===== src/adcc_pkg.sv =====
// Shared constants for the converter calibration and reference control block.
package adcc_pkg;

  // ==========================================================================
  // Register select codes carried by the communications byte.
  localparam logic [2:0] ADCC_REG_STATUS = 3'h0;
  localparam logic [2:0] ADCC_REG_MODE = 3'h1;
  localparam logic [2:0] ADCC_REG_CONFIG = 3'h2;
  localparam logic [2:0] ADCC_REG_DATA = 3'h3;
  localparam logic [2:0] ADCC_REG_OFFSET = 3'h6;
  localparam logic [2:0] ADCC_REG_FULL_SCALE = 3'h7;

  // ==========================================================================
  // Communications byte fields.
  localparam int ADCC_COMM_RD_BIT = 6;
  localparam int ADCC_COMM_RS_LSB = 3;

  // ==========================================================================
  // Frame lengths in serial bits.
  localparam logic [4:0] ADCC_LEN_BYTE = 5'h08;
  localparam logic [4:0] ADCC_LEN_WORD = 5'h18;

  // ==========================================================================
  // Mode register fields and operating modes.
  localparam int ADCC_MODE_MD_LSB = 21;
  localparam int ADCC_MODE_CLK_LSB = 18;
  localparam logic [2:0] ADCC_MD_CONTINUOUS = 3'h0;
  localparam logic [2:0] ADCC_MD_SINGLE = 3'h1;
  localparam logic [2:0] ADCC_MD_IDLE = 3'h2;
  localparam logic [2:0] ADCC_MD_POWER_DOWN = 3'h3;
  localparam logic [2:0] ADCC_MD_INT_ZERO = 3'h4;
  localparam logic [2:0] ADCC_MD_INT_FULL = 3'h5;
  localparam logic [2:0] ADCC_MD_SYS_ZERO = 3'h6;
  localparam logic [2:0] ADCC_MD_SYS_FULL = 3'h7;

  // ==========================================================================
  // Configuration register fields.
  localparam int ADCC_CFG_REFERENCE_SOURCE_CHOICE_BIT = 20;
  localparam int ADCC_CFG_PSEUDO_BIT = 18;
  localparam int ADCC_CFG_CH_LSB = 8;
  localparam int ADCC_CFG_REFERENCE_DETECT_ENABLE_BIT = 6;
  localparam int ADCC_CFG_BUF_BIT = 4;
  localparam int ADCC_CFG_GAIN_LSB = 0;

  // ==========================================================================
  // Status register bits.
  localparam int ADCC_ST_READY_N_BIT = 7;
  localparam int ADCC_ST_ERR_BIT = 6;
  localparam int ADCC_ST_NO_REFERENCE_FLAG_BIT = 5;

  // ==========================================================================
  // Reset values and the all-ones result forced while the reference is lost.
  localparam logic [23:0] ADCC_MODE_RST = 24'h480000;
  localparam logic [23:0] ADCC_CFG_RST = 24'h000110;
  localparam logic [23:0] ADCC_OFFSET_RST = 24'h800000;
  localparam logic [23:0] ADCC_ALL_ONES = 24'hFFFFFF;

  // Gain codes outside the six supported gains.
  localparam logic [2:0] ADCC_GAIN_RSVD_A = 3'h1;
  localparam logic [2:0] ADCC_GAIN_RSVD_B = 3'h2;

  typedef enum logic [1:0] {ADCC_SER_COMM, ADCC_SER_WRITE, ADCC_SER_READ} adcc_ser_t;

endpackage


===== src/adcc_ctrl.sv =====
// Calibration coefficient, input routing and reference supervision control behind the serial port.
`timescale 1ns/1ps
module adcc_ctrl #(
  parameter logic [23:0] FULL_SCALE_FACTORY = 24'h500000
) (
  input wire logic clk_i,
  input wire logic rstn_i,
  input wire logic cs_n_i,
  input wire logic sclk_i,
  input wire logic din_i,
  input wire logic ref_below_low_i,
  input wire logic ref_above_high_i,
  input wire logic conv_done_i,
  input wire logic [23:0] conv_data_i,
  input wire logic cal_done_i,
  input wire logic [23:0] cal_coef_i,
  output logic dout_o,
  output logic [2:0] active_mode_o,
  output logic [1:0] clk_src_o,
  output logic cal_start_o,
  output logic [3:0] mux_pos_o,
  output logic [3:0] mux_neg_o,
  output logic mux_neg_common_o,
  output logic buf_en_o,
  output logic [2:0] gain_o,
  output logic reference_source_choice_o,
  output logic ref_two_pins_ref_o,
  output logic no_reference_flag_o,
  output logic [23:0] offset_coef_o,
  output logic [23:0] full_scale_coef_o
);

  // ==========================================================================
  // Serial register port.
  // The port pins are sampled by clk_i, so the serial clock must run well below it.
  adcc_pkg::adcc_ser_t ser_q;
  logic sclk_q;
  logic [23:0] sh_in_q;
  logic [23:0] sh_out_q;
  logic [4:0] cnt_q;
  logic [4:0] len_q;
  logic [2:0] rsel_q;
  logic wr_q;
  logic [2:0] wr_reg_q;
  logic [23:0] wr_data_q;
  logic data_read_q;
  logic [23:0] mode_q;
  logic [23:0] cfg_q;
  logic [23:0] data_q;
  logic [23:0] offset_q;
  logic [23:0] full_q;
  logic ready_n_q;
  logic err_q;
  logic no_reference_flag_q;
  logic cal_busy_q;
  logic cal_bad_q;
  logic [2:0] cal_kind_q;

  wire logic sclk_rise = sclk_i && !sclk_q && !cs_n_i;
  wire logic sclk_fall = !sclk_i && sclk_q && !cs_n_i;
  wire logic [23:0] sh_next = {sh_in_q[22:0], din_i};
  wire logic [2:0] comm_rs = sh_next[adcc_pkg::ADCC_COMM_RS_LSB +: 3];
  wire logic [4:0] cnt_next = cnt_q + 5'h01;
  wire logic [7:0] status_byte = {ready_n_q, err_q, no_reference_flag_q, 5'h00};

  // Read value of a register, left-aligned so the first bit out is its top bit.
  logic [23:0] rd_word;
  logic [4:0] rd_len;
  always_comb begin
    rd_len = adcc_pkg::ADCC_LEN_WORD;
    unique case (comm_rs)
      adcc_pkg::ADCC_REG_STATUS: begin
        rd_word = {status_byte, 16'h0000};
        rd_len = adcc_pkg::ADCC_LEN_BYTE;
      end
      adcc_pkg::ADCC_REG_MODE: rd_word = mode_q;
      adcc_pkg::ADCC_REG_CONFIG: rd_word = cfg_q;
      adcc_pkg::ADCC_REG_DATA: rd_word = data_q;
      adcc_pkg::ADCC_REG_OFFSET: rd_word = offset_q;
      adcc_pkg::ADCC_REG_FULL_SCALE: rd_word = full_q;
      default: rd_word = 24'h000000;
    endcase
  end

  always_ff @(posedge clk_i) begin
    if (!rstn_i) begin
      sclk_q <= 1'b1;
    end else begin
      sclk_q <= sclk_i;
    end
  end

  // Every frame opens with the communications byte; deselecting aborts the frame.
  always_ff @(posedge clk_i) begin
    if (!rstn_i) begin
      ser_q <= adcc_pkg::ADCC_SER_COMM;
      sh_in_q <= 24'h000000;
      sh_out_q <= 24'h000000;
      cnt_q <= 5'h00;
      len_q <= adcc_pkg::ADCC_LEN_WORD;
      rsel_q <= 3'h0;
      wr_q <= 1'b0;
      wr_reg_q <= 3'h0;
      wr_data_q <= 24'h000000;
      data_read_q <= 1'b0;
      dout_o <= 1'b1;
    end else begin
      wr_q <= 1'b0;
      data_read_q <= 1'b0;
      if (cs_n_i) begin
        ser_q <= adcc_pkg::ADCC_SER_COMM;
        cnt_q <= 5'h00;
        dout_o <= ready_n_q;
      end else begin
        unique case (ser_q)
          adcc_pkg::ADCC_SER_COMM: begin
            if (ser_q == adcc_pkg::ADCC_SER_COMM && cnt_q == 5'h00) begin
              dout_o <= ready_n_q;
            end
            if (sclk_rise) begin
              sh_in_q <= sh_next;
              cnt_q <= cnt_next;
              if (cnt_next == adcc_pkg::ADCC_LEN_BYTE) begin
                cnt_q <= 5'h00;
                rsel_q <= comm_rs;
                len_q <= rd_len;
                if (sh_next[adcc_pkg::ADCC_COMM_RD_BIT]) begin
                  ser_q <= adcc_pkg::ADCC_SER_READ;
                  // The top bit shows now and again at the first falling edge, so it stands at the first data rise.
                  sh_out_q <= rd_word;
                  dout_o <= rd_word[23];
                end else begin
                  ser_q <= adcc_pkg::ADCC_SER_WRITE;
                end
              end
            end
          end
          adcc_pkg::ADCC_SER_WRITE: begin
            if (sclk_rise) begin
              sh_in_q <= sh_next;
              cnt_q <= cnt_next;
              if (cnt_next == len_q) begin
                cnt_q <= 5'h00;
                ser_q <= adcc_pkg::ADCC_SER_COMM;
                wr_q <= 1'b1;
                wr_reg_q <= rsel_q;
                wr_data_q <= sh_next;
              end
            end
          end
          adcc_pkg::ADCC_SER_READ: begin
            if (sclk_fall) begin
              dout_o <= sh_out_q[23];
              sh_out_q <= {sh_out_q[22:0], 1'b0};
            end
            if (sclk_rise) begin
              cnt_q <= cnt_next;
              if (cnt_next == len_q) begin
                cnt_q <= 5'h00;
                ser_q <= adcc_pkg::ADCC_SER_COMM;
                data_read_q <= (rsel_q == adcc_pkg::ADCC_REG_DATA);
              end
            end
          end
        endcase
      end
    end
  end

  // ==========================================================================
  // Mode, configuration and calibration sequencing.
  wire logic wr_mode = wr_q && wr_reg_q == adcc_pkg::ADCC_REG_MODE;
  wire logic [2:0] wr_md = wr_data_q[adcc_pkg::ADCC_MODE_MD_LSB +: 3];
  wire logic [2:0] wr_gain = wr_data_q[adcc_pkg::ADCC_CFG_GAIN_LSB +: 3];
  wire logic wr_gain_rsvd = wr_gain == adcc_pkg::ADCC_GAIN_RSVD_A || wr_gain == adcc_pkg::ADCC_GAIN_RSVD_B;
  wire logic cal_zero = cal_kind_q == adcc_pkg::ADCC_MD_INT_ZERO || cal_kind_q == adcc_pkg::ADCC_MD_SYS_ZERO;
  wire logic cal_fire = cal_busy_q && cal_done_i;
  wire logic cal_blocked = cal_bad_q || no_reference_flag_q;
  wire logic [2:0] md = mode_q[adcc_pkg::ADCC_MODE_MD_LSB +: 3];
  wire logic converting = cal_busy_q || md == adcc_pkg::ADCC_MD_CONTINUOUS || md == adcc_pkg::ADCC_MD_SINGLE;

  always_ff @(posedge clk_i) begin
    if (!rstn_i) begin
      mode_q <= adcc_pkg::ADCC_MODE_RST;
      cal_busy_q <= 1'b0;
      cal_kind_q <= adcc_pkg::ADCC_MD_IDLE;
      cal_start_o <= 1'b0;
    end else begin
      cal_start_o <= 1'b0;
      if (wr_mode) begin
        mode_q <= wr_data_q;
        cal_busy_q <= wr_md[2];
        cal_kind_q <= wr_md;
        cal_start_o <= wr_md[2];
      end else if (cal_fire) begin
        // A calibration leaves the converter idle; a single conversion leaves it in power-down instead.
        mode_q[adcc_pkg::ADCC_MODE_MD_LSB +: 3] <= adcc_pkg::ADCC_MD_IDLE;
        cal_busy_q <= 1'b0;
      end else if (conv_done_i && md == adcc_pkg::ADCC_MD_SINGLE) begin
        mode_q[adcc_pkg::ADCC_MODE_MD_LSB +: 3] <= adcc_pkg::ADCC_MD_POWER_DOWN;
      end
    end
  end

  // A reserved gain code is refused and the previous gain is kept.
  always_ff @(posedge clk_i) begin
    if (!rstn_i) begin
      cfg_q <= adcc_pkg::ADCC_CFG_RST;
    end else if (wr_q && wr_reg_q == adcc_pkg::ADCC_REG_CONFIG) begin
      cfg_q <= wr_data_q;
      if (wr_gain_rsvd) begin
        cfg_q[adcc_pkg::ADCC_CFG_GAIN_LSB +: 3] <= cfg_q[adcc_pkg::ADCC_CFG_GAIN_LSB +: 3];
      end
    end
  end

  // ==========================================================================
  // Calibration coefficients.
  // A direct write landing in the same cycle as a calibration result wins; the host
  // is expected not to write while a calibration runs.
  always_ff @(posedge clk_i) begin
    if (!rstn_i) begin
      offset_q <= adcc_pkg::ADCC_OFFSET_RST;
    end else if (wr_q && wr_reg_q == adcc_pkg::ADCC_REG_OFFSET) begin
      offset_q <= wr_data_q;
    end else if (cal_fire && cal_zero && !cal_blocked) begin
      offset_q <= cal_coef_i;
    end
  end

  always_ff @(posedge clk_i) begin
    if (!rstn_i) begin
      full_q <= FULL_SCALE_FACTORY;
    end else if (wr_q && wr_reg_q == adcc_pkg::ADCC_REG_FULL_SCALE) begin
      full_q <= wr_data_q;
    end else if (cal_fire && !cal_zero && !cal_blocked) begin
      full_q <= cal_coef_i;
    end
  end

  // Any loss of reference seen during a calibration spoils it, even if it recovers.
  always_ff @(posedge clk_i) begin
    if (!rstn_i) begin
      cal_bad_q <= 1'b0;
      err_q <= 1'b0;
    end else begin
      if (wr_mode && wr_md[2]) begin
        cal_bad_q <= 1'b0;
        err_q <= 1'b0;
      end else if (cal_busy_q && no_reference_flag_q) begin
        cal_bad_q <= 1'b1;
      end
      if (cal_fire && cal_blocked) begin
        err_q <= 1'b1;
      end
    end
  end

  // ==========================================================================
  // Reference supervision.
  always_ff @(posedge clk_i) begin
    if (!rstn_i) begin
      no_reference_flag_q <= 1'b0;
    end else if (!cfg_q[adcc_pkg::ADCC_CFG_REFERENCE_DETECT_ENABLE_BIT]) begin
      no_reference_flag_q <= 1'b0;
    end else if (ref_below_low_i) begin
      no_reference_flag_q <= 1'b1;
    end else if (ref_above_high_i) begin
      no_reference_flag_q <= 1'b0;
    end
  end

  // ==========================================================================
  // Conversion results and data ready.
  always_ff @(posedge clk_i) begin
    if (!rstn_i) begin
      data_q <= 24'h000000;
      ready_n_q <= 1'b1;
    end else if (conv_done_i && !cal_busy_q) begin
      data_q <= no_reference_flag_q ? adcc_pkg::ADCC_ALL_ONES : conv_data_i;
      ready_n_q <= 1'b0;
    end else if (data_read_q) begin
      ready_n_q <= 1'b1;
    end
  end

  // ==========================================================================
  // Front-end controls.
  // Routing is retimed to conversion boundaries so a running conversion never
  // sees its inputs move under it.
  wire logic route_load = !converting || conv_done_i || cal_fire;
  wire logic [7:0] ch_field = cfg_q[adcc_pkg::ADCC_CFG_CH_LSB +: 8];

  always_ff @(posedge clk_i) begin
    if (!rstn_i) begin
      mux_pos_o <= 4'h0;
      mux_neg_o <= 4'h1;
      mux_neg_common_o <= 1'b0;
      buf_en_o <= 1'b1;
      gain_o <= 3'h0;
    end else if (route_load) begin
      mux_pos_o <= ch_field[7:4];
      mux_neg_o <= ch_field[3:0];
      mux_neg_common_o <= cfg_q[adcc_pkg::ADCC_CFG_PSEUDO_BIT];
      buf_en_o <= cfg_q[adcc_pkg::ADCC_CFG_BUF_BIT];
      gain_o <= cfg_q[adcc_pkg::ADCC_CFG_GAIN_LSB +: 3];
    end
  end

  always_ff @(posedge clk_i) begin
    if (!rstn_i) begin
      reference_source_choice_o <= 1'b0;
      ref_two_pins_ref_o <= 1'b0;
      active_mode_o <= adcc_pkg::ADCC_MD_IDLE;
      clk_src_o <= 2'h0;
      no_reference_flag_o <= 1'b0;
      offset_coef_o <= adcc_pkg::ADCC_OFFSET_RST;
      full_scale_coef_o <= FULL_SCALE_FACTORY;
    end else begin
      reference_source_choice_o <= cfg_q[adcc_pkg::ADCC_CFG_REFERENCE_SOURCE_CHOICE_BIT];
      ref_two_pins_ref_o <= cfg_q[adcc_pkg::ADCC_CFG_REFERENCE_SOURCE_CHOICE_BIT];
      active_mode_o <= md;
      clk_src_o <= mode_q[adcc_pkg::ADCC_MODE_CLK_LSB +: 2];
      no_reference_flag_o <= no_reference_flag_q;
      offset_coef_o <= offset_q;
      full_scale_coef_o <= full_q;
    end
  end

  // ==========================================================================
  // Checks.
  chk_no_reference_flag_gated: assert property (@(posedge clk_i) disable iff (!rstn_i)
    !cfg_q[adcc_pkg::ADCC_CFG_REFERENCE_DETECT_ENABLE_BIT] |=> !no_reference_flag_q)
    else $error("no-reference flag set while detection disabled");

  chk_no_reference_flag_sets: assert property (@(posedge clk_i) disable iff (!rstn_i)
    cfg_q[adcc_pkg::ADCC_CFG_REFERENCE_DETECT_ENABLE_BIT] && ref_below_low_i |=> no_reference_flag_q ##1 no_reference_flag_o)
    else $error("low reference not flagged");

  chk_no_reference_flag_clears: assert property (@(posedge clk_i) disable iff (!rstn_i)
    !ref_below_low_i && ref_above_high_i |=> !no_reference_flag_q)
    else $error("valid reference did not clear flag");

  chk_result_ones: assert property (@(posedge clk_i) disable iff (!rstn_i)
    conv_done_i && !cal_busy_q && no_reference_flag_q |=> data_q == adcc_pkg::ADCC_ALL_ONES && !ready_n_q)
    else $error("result not forced to all ones");

  chk_cal_blocked: assert property (@(posedge clk_i) disable iff (!rstn_i)
    cal_fire && cal_blocked && !wr_q |=> err_q && $stable(offset_q) && $stable(full_q))
    else $error("blocked calibration updated a coefficient");

  chk_zero_cal_load: assert property (@(posedge clk_i) disable iff (!rstn_i)
    cal_fire && cal_zero && !cal_blocked && !wr_q |=> offset_q == $past(cal_coef_i) ##1 offset_coef_o == $past(offset_q))
    else $error("zero-scale calibration did not load offset");

  chk_full_cal_load: assert property (@(posedge clk_i) disable iff (!rstn_i)
    cal_fire && !cal_zero && !cal_blocked && !wr_q |=> full_q == $past(cal_coef_i) && !cal_busy_q)
    else $error("full-scale calibration did not load coefficient");

  chk_route_hold: assert property (@(posedge clk_i) disable iff (!rstn_i)
    converting && !conv_done_i && !cal_fire |=> $stable(mux_pos_o) && $stable(mux_neg_o) && $stable(gain_o))
    else $error("routing changed during a conversion");

  chk_gain_legal: assert property (@(posedge clk_i) disable iff (!rstn_i)
    gain_o != adcc_pkg::ADCC_GAIN_RSVD_A && gain_o != adcc_pkg::ADCC_GAIN_RSVD_B)
    else $error("reserved gain code applied");

  chk_frame_comm: assert property (@(posedge clk_i) disable iff (!rstn_i)
    cs_n_i |=> ser_q == adcc_pkg::ADCC_SER_COMM && cnt_q == 5'h00)
    else $error("deselect did not return to communications byte");

endmodule // adcc_ctrl


===== config.mk =====
export PLATFORM = sky130hd
export DESIGN_NAME = adcc_ctrl
export DESIGN_NICKNAME = d
export VERILOG_FILES = /design/src/adcc_pkg.sv /design/src/adcc_ctrl.sv
export SDC_FILE = /design/constraint.sdc
export NUM_CORES = 1
export LEC_CHECK = 0
export BUFFER_PORTS_ARGS = -buffer_cell sky130_fd_sc_hd__buf_2
export CAP_MARGIN = 20
export CORE_UTILIZATION = 53
export DETAILED_ROUTE_END_ITERATION = 12
export GPL_ROUTABILITY_DRIVEN = 0
export GPL_TIMING_DRIVEN = 1
export PLACE_DENSITY = 0.76
export SLEW_MARGIN = 0
export SYNTH_ARGS = -nofsm -noshare
export SYNTH_HDL_FRONTEND = slang
export SYNTH_SLANG_ARGS = --single-unit

===== constraint.sdc =====
create_clock -name clk_i -period 1.69 [get_ports clk_i]
set_input_delay 0.338 -clock clk_i [delete_from_list [all_inputs] [get_ports clk_i]]
set_output_delay 0.338 -clock clk_i [all_outputs]
set_load 0.02 [all_outputs]

==> summary.txt, run 1 <==
Power and ir drop
  • Clk pwr share: 0.466
  • Comb power frac: 0.038
  • Pint: 0.01070 W
  • Leak: just over 6 nW
  • Flop pwr share: 0.496
  • Net Sw Power: between 0.003 and 0.004 W
  • Sw Share: 0.2204
  • Pwr Density: ~900 nW/um^2
  • Peak supply drop: about 0.00072 V

Yosys
  • Most frequent cell after synthesis: dfxtp_1
  • Number of cells produced by synthesis: around 1300
  • Area leader, netlist: dfxtp_1
  • Synth warnings: 0
  • Share of the synthesized area in the top cell type: 0.4828
  • Post-synth top cells: 285 x dfxtp_1, 227 x nand2_1, 129 x nor2_1
  • EDFF count, synth: 0
  • Post-Syn Area per Cell: roughly 8.8 um^2
  • Synth async-reset ratio: 0
  • Post-Synthesis Cell Area: approximately 12000 um^2
  • Syn nets: between 1000 and 1500
  • Seq/Total Area, Yosys: 0.4828
  • Synth Register Bits: around 290
  • Distinct cell type count after synthesis: between 60 and 70
  • Predominant post-synthesis flop cell: dfxtp_1
  • Synth area leaders: dfxtp_1 48%, nand2_1 7.2%, mux2i_1 7.1%, a211oi_1 4.4%, a21oi_1 4.4%

Floorplanning
  • Core footprint: 21820 um^2
  • Die height: between 150 and 200 um
  • I/O pins: about 130
  • Die area: 22900 um^2
  • Std-Cell Rows: 54
  • Initial Util: 0.5415
  • Die Span X: approximately 150 um

Global routing
  • GRT Total Usage: 0.3119
  • Initial antenna violation count: 0
  • Vias in the first global route: approximately 10000
  • GRT overflow: 0
  • Largest net degree at the start of global routing: 90
  • First-pass GRT wire length: approximately 55 mm

STA
  • Final Cycle Share: 1.055
  • RSZ-0062 raised after global routing: true
  • Final count of negative-setup-slack endpoints: 60
  • Worst relative slew slack: 0.5890
  • Final min period: between 1.5 and 2 ns
  • Worst Tran Pin Value: around 0.62 ns
  • Slew Viols, Final: 0
  • Hold Fails Final Rpt: 0
  • Final worst setup slack: -0.09258 ns
  • Hold Slack: between 0.07 and 0.08 ns
  • Peak Freq: approximately 560 MHz
  • Max Clock Skew: about 0.0096 ns

Clock tree
  • Root Buffer: clkbuf_16
  • CTS tree: done
  • Clk sink count: between 200 and 300
  • H-Tree Depth: 1
  • Clk_lat worst skew: 0.56 ns
  • Buffers from clock root to sink, at most: 3
  • Clk slew on worst S/H paths: 0.06 ns
  • Cts bufs inserted: 29

Outcome
  • Status: finished with violations
  • Failing checks: setup timing

Setup path
  • Cell family with most CP delay: simple AND/OR/NAND/NOR gates
  • CP endpoint kind: flip-flop
  • CP Class: flip-flop to flip-flop
  • Worst Path Required: approximately 2.1 ns
  • Worst-path cell chain: ha_4, and3_4, xnor3_1, and4_4, buf_12, buf_16, mux2i_2, nor2_1
  • Worst stage delay on the critical path: 0.36 ns
  • Slowest CP cell: dfxtp_4
  • WP data arrival: 2.23 ns
  • Setup slack, reg-to-reg: -0.09 ns
  • Critical path buffers and inverters: 2
  • CP startpoint kind: flip-flop
  • Crit Path Max Fanout: 5

Final layout
  • Diode count: 0
  • Layout cells sized above 1: 0.2887
  • FF+latch area: between 5000 and 6000 um^2
  • Filler instances: around 1600
  • Final nets: about 1600
  • Area of the multi-input gates: between 6000 and 7000 um^2
  • Area Overhead vs Synth: 29.66%

Placed design
  • Port bufs: 127
  • Place WS: -0.1942 ns
  • DP HPWL: roughly 24 mm

Route
  • Vias per cell: around 6
  • Initial DRC count: 1241
  • Routed WL: about 37 mm
  • Antenna viol nets, final: 0
  • Initial DRT Pass Iterations: 7
  • Routed wire per std cell: 20.35 um
  • Via count: between 10000 and 15000
  • DRC Markers: 0

Worst hold path
  • Hold crit path type: input pin to flip-flop

Job
  • Total of max-cap violations: 0
## layer usage
metal | wire length (um) | global-route usage | up-vias
met1 | 13890 | 0.3847 | 5197
li1 | - | - | 5047
met3 | 3231 | 0.03946 | 161
met4 | 2611 | 0.2045 | 0
met5 | 0 | 0 | -
met2 | 17550 | 0.5110 | 606
## cell usage in the layout, fill, tap and decap left out, drive strengths merged, types with 2 or more instances in the layout
master	n
nor2	129
nor2b	5
nor3b	3
o21ai	66
dfxtp	285
a21oi	105
a211oi	70
o211ai	6
nor4	3
clkbuf	47
nand2b	10
a22o	9
mux2	25
and4b	2
a22oi	2
xor2	3
nand4b	4
a222oi	11
ha	5
nand2	227
or3	2
and2	57
xnor3	2
nand3b	3
buf	261
or2	2
a31oi	5
bufinv	2
nor4b	2
a2111oi	3
a311oi	8
inv	13
and3	3
nand3	57
nor3	3
clkinv	5
mux2i	85
o41ai	2
## flip-flops by register name, indices dropped and copies added, names as in the netlist, 2 cells and up
name / count
active_mode_o: 3
cal_kind_q: 2
cfg_q: 24
clk_src_o: 2
cnt_q: 5
data_q: 24
full_q: 24
full_scale_coef_o: 24
gain_o: 3
mode_q: 24
mux_neg_o: 4
mux_pos_o: 4
offset_coef_o: 24
offset_q: 24
rsel_q: 3
ser_q: 2
sh_in_q: 23
sh_out_q: 24
wr_data_q: 24
wr_reg_q: 3
## tightest hold or removal path, delay by kind of cell
| family | cells | cell delay (ns) |
|---|---|---|
| AOI/OAI and AO/OA | 1 | 0.05 |
| buffers and inverters | 1 | 0.12 |
| and+or+nand+nor | 1 | 0.07 |
## path summary, 6_finish.rpt
kind	start	to	cells after the start
setup / recovery	cnt_q[0]$_SDFFE_PP0P_	wr_data_q[3]$_SDFFE_PN0P_	8
hold / removal	din_i	wr_data_q[0]$_SDFFE_PN0P_	3
setup reg to reg	cnt_q[0]$_SDFFE_PP0P_	wr_data_q[3]$_SDFFE_PN0P_	8
hold reg to reg	cfg_q[21]$_SDFFE_PN0P_	cfg_q[21]$_SDFFE_PN0P_	2
## cell families after synthesis
family	share of synthesized area
xor gates and xnor gates	0.006036
adders and majority gates	0.005294
AOI/OAI and AO/OA	0.1623
buffers and inverters	0.04881
muxes	0.09689
DFF	0.4828
and+or+nand+nor	0.1978
## stage by stage
stage / TNS (ns) / utilization / instance area [um^2] / total power (W) / instances
floorplan: -0.5230 / - / 11880 / 0.007180 / 1345
global placement: -2.586 / 0.6139 / 13400 / 0.007404 / 1735
detailed placement: -4.295 / 0.6139 / 13400 / 0.007413 / 1735
CTS: -0.8852 / 0.6757 / 14750 / 0.01372 / 1811
global route: -6.311 / 0.7020 / 15320 / 0.01407 / 1832
finish: -2.202 / 0.7020 / 15320 / 0.01372 / 1832
## what timing repair did
action,4_1_cts,5_1_grt
endpoints found under the hold margin,1,0
hold buffers,1,0
buffers inserted,16,16
gates resized for setup,60,104
pin swaps,10,44
setup endpoints to repair,65,103
gates cloned,6,7
## final cells by class
class / count / share of cell area
tap: 280 / 0.02287
multi-input combinational: 937 / 0.3923
clock inverter: 10 / 0.007023
sequential: 285 / 0.3735
inverter: 11 / 0.003022
timing repair buffer: 266 / 0.1466
clock buffer: 43 / 0.05472
## power by group through the flow
stage	clock (W)	sequential (W)	combinational (W)
finish	0.00640	0.00681	0.000516
global route	0.00671	0.00680	0.000556
CTS	0.00642	0.00680	0.000490
detailed placement	0	0.00696	0.000458
global placement	0	0.00695	0.000449
floorplan	0	0.00693	0.000245
No activity file was read; power rests on OpenSTA's default activity.
==> inputs of run 2 (changes only) <==
--- a/config.mk
+++ b/config.mk
@@ -7,6 +7,7 @@
 export LEC_CHECK = 0
 export BUFFER_PORTS_ARGS = -buffer_cell sky130_fd_sc_hd__buf_2
 export CAP_MARGIN = 20
+export CORE_ASPECT_RATIO = 0.9
 export CORE_UTILIZATION = 53
 export DETAILED_ROUTE_END_ITERATION = 12
 export GPL_ROUTABILITY_DRIVEN = 0
==> constraint.sdc (replaced) <==
create_clock -name clk_i -period 1.69 [get_ports clk_i]
set_input_delay 0.0845 -clock clk_i [delete_from_list [all_inputs] [get_ports clk_i]]
set_output_delay 0.0845 -clock clk_i [all_outputs]
set_load 0.02 [all_outputs]
==> summary.txt, run 2 (same netlist as run 1, synthesis figures left out) <==
STA
  • Final count of negative-setup-slack endpoints: 52 (was 60)
  • Worst relative slew slack: 0.5741 (was 0.5890)
  • Final Cycle Share: 1.083 (was 1.055)
  • Peak Freq: 546.3 MHz (was 561.0 MHz)
  • Max Clock Skew: 0.01732 ns (was 0.009570 ns)
  • Final worst setup slack: -0.1403 ns (was -0.09258 ns)
  • Slew Viols, Final: 0 (unchanged)
  • RSZ-0062 raised after global routing: true (unchanged)
  • Final min period: 1.830 ns (was 1.783 ns)
  • Hold Fails Final Rpt: 0 (unchanged)
  • Worst Tran Pin Value: 0.6388 ns (was 0.6166 ns)

Placed design
  • Port bufs: 127 (unchanged)
  • Placed Cells: 1731 (was 1735)
  • DP HPWL: 23.62 mm (was 23.77 mm)

Route
  • Met2 wire len: 18.01 mm (was 17.55 mm)
  • Routed wire per std cell: 20.52 um (was 20.35 um)
  • Vias per cell: 5.985 (was 6.010)
  • Via count: 11220 (was 11010)
  • Initial DRC count: 1240 (was 1241)
  • DRT met1 WL: 14.41 mm (was 13.89 mm)
  • Routed WL: 38.47 mm (was 37.28 mm)
  • Detail Route met3 WL: 3.409 mm (was 3.231 mm)
  • DRC Markers: 0 (unchanged)
  • Antenna viol nets, final: 0 (unchanged)
  • Initial DRT Pass Iterations: 6 (was 7)
  • DR top layer: met4 (unchanged)

Clock tree
  • Clk slew on worst S/H paths: 0.06 ns (about the same)
  • Cts bufs inserted: 29 (unchanged)
  • Clk sink count: 285 (unchanged)
  • Buffers from clock root to sink, at most: 3 (unchanged)
  • Root Buffer: clkbuf_16 (unchanged)
  • Clk_lat worst skew: 0.56 ns (about the same)
  • CTS tree: done (unchanged)
  • H-Tree Depth: 1 (unchanged)

Setup path
  • Critical path buffers and inverters: 4 (was 2)
  • Worst Path Required: 2.16 ns (was 2.14 ns)
  • Cell family with most CP delay: compound AO/OA/AOI/OAI gates (was simple AND/OR/NAND/NOR gates)
  • Slowest CP cell: dfxtp_2 (was dfxtp_4)
  • Worst-path cell chain: inv_2, ha_4, buf_6, nand3b_1, a21boi_4, nor2_4, buf_12, buf_6, and2_4, a311oi_2 (was ha_4, and3_4, xnor3_1, and4_4, buf_12, buf_16, mux2i_2, nor2_1)
  • CP Class: flip-flop to flip-flop (unchanged)
  • Crit Path Max Fanout: 6 (was 5)
  • Worst stage delay on the critical path: 0.34 ns (was 0.36 ns)
  • Most frequent cell on the critical path: buf_6
  • WP data arrival: 2.30 ns (was 2.23 ns)
  • CP endpoint kind: flip-flop (unchanged)
  • CP startpoint kind: flip-flop (unchanged)

Power and ir drop
  • Leak: 6.278 nW (was 6.156 nW)
  • Peak supply drop: 0.0009164 V (was 0.0007242 V)
  • Pwr Density: 919.1 nW/um^2 (was 895.4 nW/um^2)
  • Tot Pwr: 0.01444 W (was 0.01372 W)

Final layout
  • Most common cell after layout, fill and taps aside: dfxtp_1 (unchanged)
  • Area Overhead vs Synth: 32.97% (was 29.66%)
  • Most frequent cells in the layout: 274 x dfxtp_1, 224 x nand2_1, 128 x nor2_1, 127 x buf_2, 97 x a21oi_1 (was 276 x dfxtp_1, 216 x nand2_1, 127 x buf_2, 125 x nor2_1, 85 x a21oi_1)
  • Final nets: 1624 (was 1592)
  • Layout cells sized above 1: 0.2689 (was 0.2887)
  • Diode count: 0 (unchanged)
  • Post-Layout Cell Count: 1875 (was 1832)
  • Filler instances: 1469 (was 1571)
  • Layout Utilization: 0.7221 (was 0.7020)

Floorplanning
  • Die area: 22900 um^2 (about the same)
  • Std-Cell Rows: 51 (was 54)
  • Initial Util: 0.5430 (was 0.5415)
  • Die height: 143.7 um (was 151.3 um)
  • I/O pins: 128 (unchanged)
  • Die Span X: 159.4 um (was 151.3 um)
  • Core footprint: 21760 um^2 (was 21820 um^2)

Global routing
  • Largest net degree at the start of global routing: 123 (was 90)
  • Initial antenna violation count: 0 (unchanged)
  • GRT overflow: 0 (unchanged)
  • First-pass GRT wire length: 56.84 mm (was 54.75 mm)
  • Vias in the first global route: 10360 (was 10130)
  • GRT Total Usage: 0.3176 (was 0.3119)

Job
  • Total of max-cap violations: 0 (unchanged)

Outcome
  • Failing checks: setup timing (unchanged)
  • Status: finished with violations (unchanged)

Worst hold path
  • Hold crit path type: input pin to flip-flop (unchanged)
==> run 2: cell count changes in the layout (fill, tap and decap cells not counted), moves of 8 or more <==
cell           before  now
a21oi_2            19    8
buf_4              83   70
dlygate4sd3_1       1   55
nand2_1           216  224
a21oi_1            85   97
nand3_2            15   30
clkbuf_1            8    0
nand3_1            42   25
==> run 2: cell type report <==
class	count	area [um^2]	share of cell area
well taps	291	364.1	0.02317
clock inverters	14	202.7	0.01290
multi-input cells	938	5979	0.3806
repair buffers	297	2532	0.1612
flip-flops and latches	285	5724	0.3643
clock buffers	39	863.3	0.05494
inverters	11	46.29	0.002946
==> run 2: routing by layer <==
| layer | up-vias | track usage |
|---|---|---|
| met5 | - | 0 |
| met1 | 5322 | 0.3856 |
| met4 | 0 | 0.2131 |
| met3 | 157 | 0.04069 |
| li1 | 5118 | - |
| met2 | 625 | 0.5346 |
==> run 2: timing repair <==
item	CTS	global route
gates resized for setup	61	84
setup buffers	20	6
hold buffers	55	0
gates cloned	6	6
endpoints found under the setup margin	56	93
hold endpoints to repair	84	0
pin swaps	17	19
==> run 2: worst reg2reg max path: stages (launching register included) <==
cell and delay, ns:
dfxtp_2 0.34, inv_2 0.06, ha_4 0.16, buf_6 0.11, nand3b_1 0.14, a21boi_4 0.25, nor2_4 0.07, buf_12 0.14
buf_6 0.11, and2_4 0.18, a311oi_2 0.19
==> run 2: path summary, 6_finish.rpt <==
path                           from                  endpoint  slack (ns)  cells after the start
max           ser_q[0]$_SDFFE_PP0P_  sh_out_q[5]$_SDFFE_PN0P_       -0.14                     10
min                     conv_done_i   mode_q[22]$_SDFFE_PN1P_        0.06                      4
max reg2reg   ser_q[0]$_SDFFE_PP0P_  sh_out_q[5]$_SDFFE_PN0P_       -0.14                     10
min reg2reg  cfg_q[16]$_SDFFE_PN0P_    cfg_q[16]$_SDFFE_PN0P_        0.46                      2
==> run 2: through the flow <==
stage | setup TNS, ns | hold slack [ns] | cell area [um^2] | setup slack (ns)
2_1_floorplan | -0.5230 | 0.1860 | 11880 | -0.05472
3_3_place_gp | -0.9952 | 0.3042 | 13260 | -0.08390
3_5_place_dp | -3.568 | 0.3056 | 13260 | -0.1182
4_1_cts | -1.788 | 0.05666 | 15310 | -0.09667
5_1_grt | -7.288 | 0.09397 | 15710 | -0.2273
6_report | -3.880 | 0.06120 | 15710 | -0.1403
==> run 2: report_power, final <==
group / internal, W / switching [W]
clock: 0.00433 / 0.00270
sequential: 0.00676 / 0.0000400
combinational: 0.000279 / 0.000332
==> inputs of run 3 (changes only) <==
--- a/config.mk
+++ b/config.mk
@@ -7,12 +7,14 @@
 export LEC_CHECK = 0
 export BUFFER_PORTS_ARGS = -buffer_cell sky130_fd_sc_hd__buf_2
 export CAP_MARGIN = 20
+export CELL_PAD_IN_SITES_DETAIL_PLACEMENT = 1
+export CELL_PAD_IN_SITES_GLOBAL_PLACEMENT = 2
 export CORE_ASPECT_RATIO = 0.9
-export CORE_UTILIZATION = 53
+export CORE_UTILIZATION = 32
 export DETAILED_ROUTE_END_ITERATION = 12
 export GPL_ROUTABILITY_DRIVEN = 0
 export GPL_TIMING_DRIVEN = 1
-export PLACE_DENSITY = 0.76
+export PLACE_DENSITY_LB_ADDON = 0.1
 export SLEW_MARGIN = 0
 export SYNTH_ARGS = -nofsm -noshare
 export SYNTH_HDL_FRONTEND = slang
==> summary.txt, run 3 (same netlist as run 1, synthesis figures left out) <==
Outcome
  • Status: finished with violations (unchanged)
  • Failing checks: setup timing (unchanged)

Power and ir drop
  • Peak supply drop: 0.0005861 V (was 0.0009164 V)
  • Flop pwr share: 0.457 (was 0.471)
  • Tot Pwr: 0.01490 W (was 0.01444 W)
  • Clk pwr share: 0.502 (was 0.487)
  • Leak: 6.307 nW (was 6.278 nW)
  • Sw Share: 0.2218 (was 0.2128)
  • Pint: 0.01159 W (was 0.01137 W)
  • Net Sw Power: 0.003305 W (was 0.003074 W)
  • Pwr Density: 938.4 nW/um^2 (was 919.1 nW/um^2)
  • Comb power frac: 0.042 (about the same)

Floorplanning
  • Die height: 184.3 um (was 143.7 um)
  • Std-Cell Rows: 66 (was 51)
  • Core footprint: 36250 um^2 (was 21760 um^2)
  • Die Span X: 204.6 um (was 159.4 um)
  • I/O pins: 128 (unchanged)
  • Initial Util: 0.3259 (was 0.5430)
  • Die area: 37700 um^2 (was 22900 um^2)

STA
  • Setup TNS: -0.8565 ns (was -3.880 ns)
  • Slew Viols, Final: 0 (unchanged)
  • Peak Freq: 562.7 MHz (was 546.3 MHz)
  • Final count of negative-setup-slack endpoints: 27 (was 52)
  • Final min period: 1.777 ns (was 1.830 ns)
  • Final worst setup slack: -0.08719 ns (was -0.1403 ns)
  • Max Clock Skew: 0.01364 ns (was 0.01732 ns)
  • Worst relative slew slack: 0.6211 (was 0.5741)
  • Hold Fails Final Rpt: 0 (unchanged)
  • Worst Tran Pin Value: 0.5683 ns (was 0.6388 ns)
  • Final Cycle Share: 1.052 (was 1.083)
  • RSZ-0062 raised after global routing: true (unchanged)

Setup path
  • CP endpoint kind: flip-flop (unchanged)
  • Critical path buffers and inverters: 1 (was 4)
  • Worst-path cell chain: ha_4, nand2_2, and2b_2, a31o_4, buf_4, and2_4, a211oi_2 (was inv_2, ha_4, buf_6, nand3b_1, a21boi_4, nor2_4, buf_12, buf_6, and2_4, a311oi_2)
  • WP data arrival: 2.20 ns (was 2.30 ns)
  • Worst Path Required: 2.11 ns (was 2.16 ns)
  • Crit Path Max Fanout: 6 (unchanged)
  • Worst stage delay on the critical path: 0.36 ns (was 0.34 ns)
  • CP Class: flip-flop to flip-flop (unchanged)
  • CP startpoint kind: flip-flop (unchanged)
  • Slowest CP cell: dfxtp_4 (was dfxtp_2)
  • Cell family with most CP delay: simple AND/OR/NAND/NOR gates (was compound AO/OA/AOI/OAI gates)

Placed design
  • Placed instance area: 13680 um^2 (was 13260 um^2)
  • DP HPWL: 30.05 mm (was 23.62 mm)
  • Port bufs: 127 (unchanged)
  • Placed Cells: 1938 (was 1731)

Route
  • Initial DRC count: 431 (was 1240)
  • Routed wire per std cell: 21.26 um (was 20.52 um)
  • DRC Markers: 0 (unchanged)
  • Vias per cell: 5.094 (was 5.985)
  • Initial DRT Pass Iterations: 7 (was 6)
  • Antenna viol nets, final: 0 (unchanged)
  • Via count: 10560 (was 11220)
  • Routed WL: 44.10 mm (was 38.47 mm)

Clock tree
  • Clk sink count: 285 (unchanged)
  • Buffers from clock root to sink, at most: 3 (unchanged)
  • Clk_lat worst skew: 0.52 ns (was 0.56 ns)
  • Clk slew on worst S/H paths: 0.06 ns (about the same)
  • CTS tree: done (unchanged)
  • H-Tree Depth: 2 (was 1)
  • Root Buffer: clkbuf_16 (unchanged)
  • Cts bufs inserted: 34 (was 29)

Final layout
  • Layout cells sized above 1: 0.2553 (was 0.2689)
  • Most common cell after layout, fill and taps aside: dfxtp_1 (unchanged)
  • Filler instances: 4169 (was 1469)
  • Final nets: 1637 (was 1624)
  • Diode count: 0 (unchanged)
  • Area Overhead vs Synth: 34.37% (was 32.97%)
  • Design area: 15880 um^2 (was 15710 um^2)
  • Post-Layout Cell Count: 2074 (was 1875)
  • Most frequent cells in the layout: 275 x dfxtp_1, 221 x nand2_1, 126 x buf_2, 125 x nor2_1, 93 x a21oi_1 (was 274 x dfxtp_1, 224 x nand2_1, 128 x nor2_1, 127 x buf_2, 97 x a21oi_1)

Job
  • Total of max-cap violations: 0 (unchanged)

Global routing
  • Vias in the first global route: 10830 (was 10360)
  • Largest net degree at the start of global routing: 122 (was 123)
  • GRT overflow: 0 (unchanged)
  • Initial antenna violation count: 2 (was 0)
  • First-pass GRT wire length: 65.96 mm (was 56.84 mm)
  • GRT Total Usage: 0.2325 (was 0.3176)

Worst hold path
  • Hold crit path type: input pin to flip-flop (unchanged)
==> run 3: path summary, 6_finish.rpt <==
path	startpoint	depth (start not counted)	slack, ns	end
max	cnt_q[0]$_SDFFE_PP0P_	7	-0.09	sh_out_q[20]$_SDFFE_PN0P_
min	conv_done_i	4	0.09	mode_q[22]$_SDFFE_PN1P_
min reg2reg	cfg_q[21]$_SDFFE_PN0P_	2	0.46	cfg_q[21]$_SDFFE_PN0P_
max reg2reg	cnt_q[0]$_SDFFE_PP0P_	7	-0.09	sh_out_q[20]$_SDFFE_PN0P_
==> run 3: power by group through the flow <==
stage          Clock (W)  Combinational [W]  Sequential [W]
2_1_floorplan          0           0.000245         0.00693
3_3_place_gp           0           0.000482         0.00696
3_5_place_dp           0           0.000488         0.00696
4_1_cts          0.00768           0.000616         0.00681
5_1_grt          0.00797           0.000671         0.00680
6_report         0.00747           0.000621         0.00680
==> run 3: layout make-up <==
type                    instances  area, um^2  share of cell area
clock buffers                  55        1052             0.06627
clock inverters                 4       73.82            0.004649
inverters                      11       46.29            0.002916
multi-input cells             938        5882              0.3704
flip-flops and latches        285        5728              0.3608
well taps                     476       595.6             0.03751
repair buffers                305        2500              0.1574
==> run 3: layer usage <==
metal  up-vias  global-route usage  part of all wire
met5         -                   0                 0
met4         0             0.09791             0.037
met1      5178              0.2986              0.45
li1       5137                   -                 -
met3        72             0.02829             0.026
met2       177              0.3918              0.48
==> run 3: through the flow <==
stage                 util  setup slack, ns  hold slack, ns
floorplan                -         -0.05472          0.1860
global placement    0.3775          -0.1724          0.3025
detailed placement  0.3775          -0.2192          0.3087
CTS                 0.4321         -0.06063         0.06749
global route        0.4380          -0.1275          0.1010
finish              0.4380         -0.08719         0.08696
==> run 3: worst reg2reg max path, delay by kind of cell, from the launching register on <==
| family | cells | cell delay (ns) |
|---|---|---|
| AO/OA/AOI/OAI | 2 | 0.48 |
| adder cells (fa/ha/maj) | 1 | 0.16 |
| buffers and inverters | 1 | 0.15 |
| flip-flops | 1 | 0.36 |
| AND/OR/NAND/NOR | 3 | 0.53 |
==> run 3: what timing repair did <==
action                                 4_1_cts  5_1_grt
setup buffers                               14        7
endpoints found under the hold margin       76        0
cloned                                       5        0
hold buffers                                55        0
pin swaps                                   11       18
gates resized for setup                     47       62
setup endpoints to repair                   59       74
